## src/ucpm_pkg.sv

```systemverilog
// Purpose: shared constants and types for the charge port mode control block
// Assumes: 40 MHz core clock, synchronous active-high reset
// Notes: register offsets are word aligned byte addresses
package ucpm_pkg;

  localparam int unsigned CLK_HZ = 40000000;
  localparam int unsigned SCHEME_1V2_US = 100;
  localparam int unsigned SCHEME_1V2_CYC = SCHEME_1V2_US * (CLK_HZ / 1000000);
  localparam int unsigned DISCHARGE_US = 50;
  localparam int unsigned DISCHARGE_CYC = DISCHARGE_US * (CLK_HZ / 1000000);

  localparam logic [3:0] OFS_CTRL = 4'h0;
  localparam logic [3:0] OFS_STAT = 4'h4;
  localparam logic [3:0] OFS_ID = 4'h8;
  localparam logic [31:0] ID_VALUE = 32'h0000C0DE;  // arbitrary value
  localparam logic [3:0] CTRL_RESET = 4'h0;

  typedef enum logic [3:0] {
    UCPM_MODE_DCP = 4'b0001,
    UCPM_MODE_SDP = 4'b0010,
    UCPM_MODE_CLIENT = 4'b0100,
    UCPM_MODE_CDP = 4'b1000
  } ucpm_mode_t;

  typedef enum logic [2:0] {
    UCPM_SCH_DIV = 3'b001,
    UCPM_SCH_1V2 = 3'b010,
    UCPM_SCH_SHORT = 3'b100
  } ucpm_scheme_t;

  typedef struct packed {
    logic power_on;
    logic data_switch_on;
    logic drive_2v7;
    logic short_lines;
    logic pullup_1v2;
    logic discharge;
    logic fault_n;
    logic high_limit;
  } ucpm_port_ctl_t;

endpackage : ucpm_pkg

```

## src/ucpm_top.sv

```systemverilog
// Purpose: mode control for a downstream usb charging port
// Assumes: 40 MHz core_clk, synchronous reset, avalon-mm slave for status
// Notes: analog thresholds and current limiting live in the front end
`timescale 1ns/1ps
module ucpm_top
  import ucpm_pkg::*;
#(
  parameter int unsigned SCHEME_1V2_CYCLES = SCHEME_1V2_CYC,
  parameter int unsigned DISCHARGE_CYCLES = DISCHARGE_CYC
) (
  input wire logic core_clk,
  input wire logic reset,
  input wire logic mode_select_bit1,
  input wire logic mode_select_bit2,
  input wire logic mode_select_bit3,
  input wire logic enable,
  input wire logic overcurrent,
  input wire logic bc12_attach,
  input wire logic line_release,
  input wire logic [3:0] avs_address,
  input wire logic avs_read,
  input wire logic avs_write,
  input wire logic [31:0] avs_writedata,
  output logic [31:0] avs_readdata,
  output logic avs_waitrequest,
  output ucpm_port_ctl_t port_ctl
);

  logic [2:0] sel_meta_ff, sel_sync_ff, sel_prev_ff;
  logic [1:0] en_meta_ff, oc_meta_ff;
  logic en_ff, oc_ff;
  ucpm_mode_t mode_ff, nxt_mode;
  ucpm_scheme_t scheme_ff;
  logic [31:0] tmr_1v2_ff;
  logic [31:0] dis_cnt_ff;
  logic discharge_ff;
  logic [3:0] ctrl_ff;
  logic ack_ff;
  logic [2:0] sel_now;
  logic sel_change;
  logic quiet_change;
  logic power_on;
  logic data_on;

  function automatic ucpm_mode_t decode_mode(input logic [2:0] s);
    unique case (s)
      3'b000, 3'b001: decode_mode = UCPM_MODE_DCP;
      3'b010, 3'b011: decode_mode = UCPM_MODE_SDP;
      3'b100, 3'b101: decode_mode = UCPM_MODE_CLIENT;
      3'b110: decode_mode = UCPM_MODE_SDP;
      3'b111: decode_mode = UCPM_MODE_CDP;
    endcase
  endfunction : decode_mode

  // pins come from outside the clock domain
  always_ff @(posedge core_clk) begin
    sel_meta_ff <= {mode_select_bit1, mode_select_bit2, mode_select_bit3};
    sel_sync_ff <= sel_meta_ff;
    en_meta_ff <= {en_meta_ff[0], enable};
    oc_meta_ff <= {oc_meta_ff[0], overcurrent};
    en_ff <= en_meta_ff[1];
    oc_ff <= oc_meta_ff[1];
  end

  assign sel_now = sel_sync_ff;
  assign sel_change = sel_now != sel_prev_ff;
  // pairs that share a power path skip the output discharge
  assign quiet_change = (sel_now[2:1] == 2'b00 && sel_prev_ff[2:1] == 2'b00) ||
    (sel_now[2:1] == 2'b11 && sel_prev_ff[2:1] == 2'b11);
  assign nxt_mode = decode_mode(sel_now);

  always_ff @(posedge core_clk) begin
    if (reset) begin
      sel_prev_ff <= 3'h0;
      mode_ff <= UCPM_MODE_DCP;
    end else begin
      sel_prev_ff <= sel_now;
      mode_ff <= nxt_mode;
    end
  end

  // discharge timer on select code changes outside the quiet pairs
  always_ff @(posedge core_clk) begin
    if (reset) begin
      dis_cnt_ff <= 32'h0;
      discharge_ff <= 1'b0;
    end else if (sel_change && !quiet_change) begin
      dis_cnt_ff <= DISCHARGE_CYCLES - 1;
      discharge_ff <= 1'b1;
    end else if (dis_cnt_ff != 32'h0) begin
      dis_cnt_ff <= dis_cnt_ff - 32'h1;
    end else begin
      discharge_ff <= 1'b0;
    end
  end

  // auto-detect scheme machine, only live in dedicated charging
  always_ff @(posedge core_clk) begin
    if (reset) begin
      scheme_ff <= UCPM_SCH_DIV;
      tmr_1v2_ff <= 32'h0;
    end else if (mode_ff != UCPM_MODE_DCP) begin
      scheme_ff <= UCPM_SCH_DIV;
      tmr_1v2_ff <= 32'h0;
    end else begin
      unique case (scheme_ff)
        UCPM_SCH_DIV: begin
          // without an attach event divider equipment keeps this scheme
          if (bc12_attach) begin
            scheme_ff <= UCPM_SCH_1V2;
            tmr_1v2_ff <= SCHEME_1V2_CYCLES - 1;
          end
        end
        UCPM_SCH_1V2: begin
          if (tmr_1v2_ff == 32'h0) begin
            scheme_ff <= UCPM_SCH_SHORT;
          end else begin
            tmr_1v2_ff <= tmr_1v2_ff - 32'h1;
          end
        end
        UCPM_SCH_SHORT: begin
          if (line_release) begin
            scheme_ff <= UCPM_SCH_DIV;
          end
        end
        default: scheme_ff <= UCPM_SCH_DIV;
      endcase
    end
  end

  // power stays on through scheme moves, so attach never discharges
  assign power_on = (mode_ff != UCPM_MODE_CLIENT) && !discharge_ff;
  // current limit is deliberately not a term here
  assign data_on = en_ff && !discharge_ff && (mode_ff != UCPM_MODE_DCP) &&
    !ctrl_ff[0];

  always_ff @(posedge core_clk) begin
    if (reset) begin
      port_ctl <= '0;
      port_ctl.fault_n <= 1'b1;
    end else begin
      port_ctl.power_on <= power_on;
      port_ctl.data_switch_on <= data_on;
      port_ctl.drive_2v7 <= (mode_ff == UCPM_MODE_DCP) && scheme_ff == UCPM_SCH_DIV;
      port_ctl.short_lines <= (mode_ff == UCPM_MODE_DCP) && scheme_ff != UCPM_SCH_DIV;
      port_ctl.pullup_1v2 <= (mode_ff == UCPM_MODE_DCP) && scheme_ff == UCPM_SCH_1V2;
      port_ctl.discharge <= discharge_ff;
      // low-limit dcp code 000 and sdp code 110 hide overcurrent
      port_ctl.fault_n <= !(oc_ff && power_on && sel_now != 3'b000 && sel_now != 3'b110);
      port_ctl.high_limit <= (sel_now == 3'b001) || (sel_now == 3'b111);
    end
  end

  // avalon slave: one wait cycle, answer on the second edge
  always_ff @(posedge core_clk) begin
    if (reset) begin
      ack_ff <= 1'b0;
      avs_waitrequest <= 1'b1;
    end else begin
      ack_ff <= (avs_read || avs_write) && !ack_ff && avs_waitrequest;
      avs_waitrequest <= !((avs_read || avs_write) && avs_waitrequest && !ack_ff);
    end
  end

  // write lands only on the edge where the master sees waitrequest low
  always_ff @(posedge core_clk) begin
    if (reset) begin
      ctrl_ff <= CTRL_RESET;
    end else if (avs_write && !avs_waitrequest && avs_address == OFS_CTRL) begin
      ctrl_ff <= avs_writedata[3:0];
    end
  end

  always_ff @(posedge core_clk) begin
    if (reset) begin
      avs_readdata <= 32'h0;
    end else if ((avs_read || avs_write) && avs_waitrequest && !ack_ff) begin
      unique case (avs_address)
        OFS_CTRL: avs_readdata <= {28'h0, ctrl_ff};
        OFS_STAT: avs_readdata <= {17'h0, discharge_ff, scheme_ff, mode_ff, en_ff, sel_now,
          data_on, power_on, oc_ff};
        OFS_ID: avs_readdata <= ID_VALUE;
        default: avs_readdata <= 32'h0;
      endcase
    end
  end

  a_client_power: assert property (@(posedge core_clk) disable iff (reset)
    mode_ff == UCPM_MODE_CLIENT |=> !port_ctl.power_on)
    else $error("power on in client mode");
  a_dcp_data_off: assert property (@(posedge core_clk) disable iff (reset)
    mode_ff == UCPM_MODE_DCP |=> !port_ctl.data_switch_on)
    else $error("data switch on in dcp");
  a_enable_data_off: assert property (@(posedge core_clk) disable iff (reset)
    !en_ff |=> !port_ctl.data_switch_on)
    else $error("data switch on with enable low");
  a_discharge_data_off: assert property (@(posedge core_clk) disable iff (reset)
    discharge_ff |=> !port_ctl.data_switch_on)
    else $error("data switch on during discharge");
  a_quiet_pair: assert property (@(posedge core_clk) disable iff (reset)
    sel_change && quiet_change && !discharge_ff |=> !discharge_ff)
    else $error("discharge on quiet mode change");
  a_scheme_timer: assert property (@(posedge core_clk) disable iff (reset)
    scheme_ff == UCPM_SCH_1V2 && tmr_1v2_ff == 32'h0 && mode_ff == UCPM_MODE_DCP
    |=> scheme_ff == UCPM_SCH_SHORT)
    else $error("1.2 V scheme did not end");
  a_release_div: assert property (@(posedge core_clk) disable iff (reset)
    scheme_ff == UCPM_SCH_SHORT && line_release |=> scheme_ff == UCPM_SCH_DIV)
    else $error("release did not restore divider");
  a_low_fault_mask: assert property (@(posedge core_clk) disable iff (reset)
    sel_now == 3'b000 |=> port_ctl.fault_n)
    else $error("fault asserted in low-limit dcp");
  a_attach_1v2: assert property (@(posedge core_clk) disable iff (reset)
    scheme_ff == UCPM_SCH_DIV && mode_ff == UCPM_MODE_DCP && bc12_attach
    |=> scheme_ff == UCPM_SCH_1V2 ##1 port_ctl.pullup_1v2)
    else $error("attach did not start 1.2 V scheme");
  a_cdp_decode: assert property (@(posedge core_clk) disable iff (reset)
    sel_now == 3'b111 |=> mode_ff == UCPM_MODE_CDP)
    else $error("code 111 did not select cdp");
  a_cdp_quiet: assert property (@(posedge core_clk) disable iff (reset)
    sel_change && sel_now == 3'b111 && sel_prev_ff == 3'b110 && !discharge_ff |=> !discharge_ff)
    else $error("discharge between 110 and 111");
  a_sdp_fault_mask: assert property (@(posedge core_clk) disable iff (reset)
    sel_now == 3'b110 |=> port_ctl.fault_n)
    else $error("fault asserted in low-limit sdp");
  a_short_drive: assert property (@(posedge core_clk) disable iff (reset)
    mode_ff == UCPM_MODE_DCP && scheme_ff == UCPM_SCH_SHORT
    |=> port_ctl.short_lines && !port_ctl.pullup_1v2 && !port_ctl.drive_2v7)
    else $error("shorted scheme outputs wrong");
  a_div_drive: assert property (@(posedge core_clk) disable iff (reset)
    mode_ff == UCPM_MODE_DCP && scheme_ff == UCPM_SCH_DIV
    |=> port_ctl.drive_2v7 && !port_ctl.short_lines)
    else $error("divider scheme outputs wrong");
  a_pullup_drive: assert property (@(posedge core_clk) disable iff (reset)
    mode_ff == UCPM_MODE_DCP && scheme_ff == UCPM_SCH_1V2
    |=> port_ctl.pullup_1v2 && port_ctl.short_lines)
    else $error("1.2 V scheme outputs wrong");
  a_auto_entry: assert property (@(posedge core_clk) disable iff (reset)
    mode_ff != UCPM_MODE_DCP |=> scheme_ff == UCPM_SCH_DIV)
    else $error("scheme not divider outside dcp");
  a_attach_quiet: assert property (@(posedge core_clk) disable iff (reset)
    bc12_attach && !sel_change && !discharge_ff |=> !discharge_ff)
    else $error("attach caused discharge");
  a_short_hold: assert property (@(posedge core_clk) disable iff (reset)
    mode_ff == UCPM_MODE_DCP && scheme_ff == UCPM_SCH_SHORT && !line_release
    |=> scheme_ff == UCPM_SCH_SHORT)
    else $error("shorted scheme left without release");
  a_div_hold: assert property (@(posedge core_clk) disable iff (reset)
    scheme_ff == UCPM_SCH_DIV && !bc12_attach |=> scheme_ff == UCPM_SCH_DIV)
    else $error("divider scheme left without attach");
  a_cdp_data_on: assert property (@(posedge core_clk) disable iff (reset)
    mode_ff == UCPM_MODE_CDP && en_ff && !discharge_ff && !ctrl_ff[0]
    |=> port_ctl.data_switch_on)
    else $error("data switch off in cdp");
  a_limit_data_on: assert property (@(posedge core_clk) disable iff (reset)
    oc_ff && mode_ff != UCPM_MODE_DCP && en_ff && !discharge_ff && !ctrl_ff[0]
    |=> port_ctl.data_switch_on)
    else $error("current limit turned data switch off");
  a_discharge_power: assert property (@(posedge core_clk) disable iff (reset)
    discharge_ff |=> !port_ctl.power_on)
    else $error("power on during discharge");
  a_timer_bound: assert property (@(posedge core_clk) disable iff (reset)
    scheme_ff == UCPM_SCH_1V2 |-> tmr_1v2_ff < SCHEME_1V2_CYCLES)
    else $error("1.2 V timer out of range");
  a_wait_single: assert property (@(posedge core_clk) disable iff (reset)
    !avs_waitrequest |=> avs_waitrequest)
    else $error("waitrequest low for more than one cycle");

endmodule : ucpm_top

```

## config.mk

```make
export PLATFORM = sky130hd
export DESIGN_NAME = ucpm_top
export DESIGN_NICKNAME = d
export VERILOG_FILES = /design/src/ucpm_pkg.sv /design/src/ucpm_top.sv
export SDC_FILE = /design/constraint.sdc
export NUM_CORES = 1
export LEC_CHECK = 0
export ABC_AREA = 1
export ABC_CLOCK_PERIOD_IN_PS = 5300
export BUFFER_PORTS_ARGS = -buffer_cell sky130_fd_sc_hd__buf_2
export CAP_MARGIN = 20
export CORE_ASPECT_RATIO = 1.1
export CORE_MARGIN = 5
export CORE_UTILIZATION = 61
export DETAILED_ROUTE_END_ITERATION = 10
export PLACE_DENSITY = 0.88
export SLEW_MARGIN = 20
export SYNTH_ARGS = -nofsm -noshare
export SYNTH_HDL_FRONTEND = slang
export SYNTH_SLANG_ARGS = --single-unit
```

## constraint.sdc

```tcl
create_clock -name core_clk -period 5.3 [get_ports core_clk]
set_clock_uncertainty 0.2 [all_clocks]
set_input_delay 1.06 -clock core_clk [delete_from_list [all_inputs] [get_ports core_clk]]
set_output_delay 1.06 -clock core_clk [all_outputs]
set_load 0.01 [all_outputs]
```

-- Yosys cells after proc, flatten, opt, wreduce, memory -nomap -nowiden
Memory sizes are Yosys's and may differ from the RTL's. A register that Yosys moved wholly into a read port is not among the register bits.
Index checks and enable logic that the tools add are counted.
Widths: inputs -> output; s select.
- muxes and demuxes: 12
- div/mod/pow operators: 0
- add/subtract/negate cells: 2
- bitwise logic cells: 0
- order comparisons: 0
- equality and inequality tests: 20
- reductions and logical operators: 41
- multipliers: 0
- shift operators: 0
- operator list (kind ; count):
    $mux 32 ; 2
    $pmux 32 s2 ; 1
    $sub 32x1->32 const B ; 2
    $pmux 16 s3 ; 1
    $logic_not 32->1 ; 1
    $reduce_bool 32->1 ; 1
    $mux 11 ; 2
    $logic_and 1x1->1 ; 19
    $ne 2x2->1 const B ; 5
    $mux 3 ; 3
    $pmux 3 s3 ; 1
    $logic_not 1->1 ; 7
    $eq 3x1->1 const B ; 2
    $eq 3x3->1 const B ; 2
    $reduce_and 3->1 ; 2
    $eq 2x2->1 const B ; 2
    $eq 4x1->1 const B ; 1
    $eq 4x3->1 const B ; 1
    $eq 4x4->1 const B ; 1
    $logic_not 2->1 ; 2
    $logic_not 4->1 ; 1
    $ne 4x1->1 const B ; 1
    $ne 4x3->1 const B ; 1
    $reduce_bool 2->1 ; 2
    other kinds (8) ; 12
- memories: 1
- ROM bits: 32
- register bits after elaboration: 129
- latch bits: 0
- RAM bits: 0
- output and inout port bits: 41
- bits of input ports: 47
- memories (memory ; words ; width ; read ports ; clocked after Yosys merged registers in ; write ports ; line ; text):
    (name not given) ; 8 ; 4 ; 1 ; 1 ; 0 ; ucpm_top.sv:46 ; unique case (s)

-- Depth between registers and ports, before layout
- depth in word-level cells: 6
- gate-level depth with buffers: 12
- gate-level depth less buffers: 11

-- Least setup slack after synthesis
Ideal clock, no wire load.
- kind: input-to-reg
- start: in reset
- end: reg dis_cnt_ff[11]
- cell stages on the path: 5
- required time: 4972 ps
- arrival: 1945 ps
- path buffers: 2
- setup slack: 3027 ps
- cell sequence: clkbuf_1 inv_1 nand2_1 clkbuf_1 nor2_1
- longest elaborated chain between the ends: 1
- ends and longest elaborated chain (element ; line ; text):
    start, declared ; ucpm_top.sv:12 ; input wire logic reset,
    $reduce_or 2->1 (no source line) ; - ;
    end signal, assigned ; ucpm_top.sv:88 ; dis_cnt_ff <= DISCHARGE_CYCLES - 1;
    end signal, assigned ; ucpm_top.sv:91 ; dis_cnt_ff <= dis_cnt_ff - 32'h1;
    end, declared ; ucpm_top.sv:35 ; logic [31:0] dis_cnt_ff;
Every way passes these cells.
A chain may end at the register's enable or synchronous reset.

-- Final worst setup path
- start: in reset
- end: reg dis_cnt_ff[4]
The elaborated chain is that of the path after synthesis.

==> flow_summary_export.csv <==
group,metric,value,unit
die,start_util,0.617,
routing,postRouteAntennaNets,0,
setup_path,cp_data_arrival_time,2900,ps
die,io_pins,88,
setup_path,ff2ff_setup_slack,2760,ps
layout,final_util,0.700,
setup_path,cp_max_fo,23,
routing,drtIter0Drc,445,
worst_hold_path,worstHoldPathType,"reg2reg",
layout,area_delta_synth_final,13.4,%
grt,antenna_found_initial,0,
synth,yosysTopAreaCell,"dfxtp_1",
sta,slew_headroom,0.356,
routing,wl_met3,823,um
synth,yosysWarnings,0,
routing,drc,0,
routing,vias,5380,
clocking,cts_sinks,117,
die,core_area,9260,sq um
sta,rsz0062_at_grt,"false",
setup_path,cp-startpoint,"reset",
layout,antenna_cells,0,
clocking,cts_hold_repair.buffers,0,
sta,hold_viol,0,
flow_run,cap_violations,0,
setup_path,r2r.worst_path.cells,7,
placement,dp_hpwl,9.58,mm
sta,fin_crit,2680,ps
layout,final_common_cell,"nor2_1",
sta,fin_crit_sh,0.505,
grt,grt_pass1_vias,5151,
routing,firstDrtPassIters,5,
routing,wirelength,13.4,mm
setup_path,cp-end-kind,"register",
placement,dp.cells,973,
layout,nets,925,
synth,synthCells,834,
run_status,status,"completed",
sta,drv_slew,0,
clocking,root_buffer,"clkbuf_8",
synth,synth_area_leaders,"dfxtp_1 (41%), nor2_1 (15%), nand2_1 (12%), nand3_1 (4.5%), inv_1 (4.2%)",
routing,vias_per_cell,5.35,
layout,drive_above_1_share,0.111,
routing,wl_per_cell,13.3,um
sta,setup_tns,0,ps
grt,grt-ovfl-total,0,
synth,synth_seq_cells,117,
sta,setup_violations,0,
synth,synthFlopType,"dfxtp_1",
layout,multiInputGateArea,2960,sq um
routing,wl_met1,5.60,mm
pwr,p_leak,3.06,nW
placement,gp_congestion,0.930,
synth,async_flop_share,0,
grt,track_usage,0.251,
sta,fin_ws,2620,ps
die,die_area,11400,sq um
setup_path,critPathKind,"in2reg",
layout,instances_no_fill,1005,
die,die_height,112,um
pwr,vdd_drop_max,0.214,mV
pwr,power_density,362,nW/um^2
synth,ys_types,37,
synth,synth_top_cell_area_share,0.410,
clocking,cts_buffers,17,
clocking,cts_resized,0,
setup_path,start_kind,"input pin",
routing,route.met2.wl,6.41,mm
placement,port_buffers,43,
die,rows,37,
sta,max_freq,0.373,GHz
grt,grt_max_degree,32,
setup_path,reg2reg_to,"tmr_1v2_ff[12]",
setup_path,rr_startpoint,"mode_ff[1]",
die,fp.dieW,102,um
routing,maxUsedRoutingLayer,"met4",
synth,ys_seq_area_frac,0.410,
layout,nFillCells,746,
grt,grt_pass1_wl,23.1,mm
setup_path,cp_data_required_time,5520,ps
clocking,clockBufferDepth,2,
synth,synth-edff-count,0,
clocking,cts.clk_slew.worst_paths,60,ps
setup_path,crit_end,"dis_cnt_ff[4]",
placement,dp_slack,2080,ps
clocking,htree_levels,4,
synth,avgSynthCellArea,6.85,sq um
synth,netlist_area,5720,sq um
layout,seqCellArea,2340,sq um
clocking,cts_setup_buffers,0,
sta,tightest_slew,965,ps
clocking,cts_tree,"done",
clocking,clk_latency,520,ps
layout,final_cell_mix,"nor2_1 (221), nand2_1 (178), dfxtp_1 (117)",
cells in the mapped netlist (7+ instances only):
cell and instances:
a21oi_1 22, buf_2 7, buf_4 17, clkbuf_1 8, dfxtp_1 117, inv_1 64, nand2_1 178, nand3_1 51
nand4_1 13, nor2_1 221, nor2_2 7, nor3_1 11, o211ai_1 7, o21ai_0 28, xnor2_1 20, xor2_1 19
power breakdown:
| group | internal (W) | switching, W |
|---|---|---|
| registers | 0.000910 | 0.0000235 |
| logic | 0.000104 | 0.000225 |
| clock network | 0.000650 | 0.000437 |
| total | 0.00166 | 0.000686 |
worst max-delay path, stage by stage:
cell and delay [ps]:
buf_2 230, inv_1 560, nand2_1 640, a211oi_1 390
sequential cells by signal, indices dropped and copies added, names as in the netlist, 4 cells and up:
signal / count
mode_ff: 4
port_ctl: 8
tmr_1v2_ff: 32
ctrl_ff: 4
dis_cnt_ff: 32
avs_readdata: 16
cells by family (layout without fill, tap and decap cells):
kind of cell,count (synthesis),after routing,share of synthesized area
and+or+nand+nor,502,502,0.372
DFF,117,117,0.410
buffers and inverters,102,141,0.0823
AOI/OAI and AO/OA,70,70,0.0694
xor gates and xnor gates,39,39,0.0598
adders and majority gates,3,3,0.00657
other,1,16,0.000656
per-layer routing:
metal | vias up | track usage
met3 | 59 | 0.0551
met5 | - | 0
li1 | 2694 | -
met4 | 0 | 0.130
met1 | 2428 | 0.304
met2 | 199 | 0.413
worst min-delay path by stage:
stage	start	to	slack [ps]	cells past startpoint
CTS	oc_meta_ff[0]	oc_meta_ff[1]	130	0
detailed placement	oc_meta_ff[0]	oc_meta_ff[1]	110	0
floorplan	en_meta_ff[1]	en_ff	110	0
global route	sel_meta_ff[2]	sel_now[2]	130	0
global placement	en_meta_ff[1]	en_ff	110	0
finish	sel_meta_ff[2]	sel_now[2]	130	0
stage by stage:
step	power (W)	hold slack [ps]	cell area, sq um
4_1_cts	0.00236	129	6480
3_5_place_dp	0.00127	115	5910
5_1_grt	0.00245	130	6480
3_3_place_gp	0.00127	111	5910
6_report	0.00235	127	6480
2_1_floorplan	0.00121	110	5770
layout make-up:
class | instances | area share
Timing Repair Buffer | 43 | 0.0332
Tap cell | 117 | 0.0226
Multi-Input combinational cell | 630 | 0.457
Clock buffer | 19 | 0.0666
Clock inverter | 13 | 0.0212
Sequential cell | 117 | 0.361
Inverter | 66 | 0.0382
Note: power is estimated with default switching activity, not from simulation.
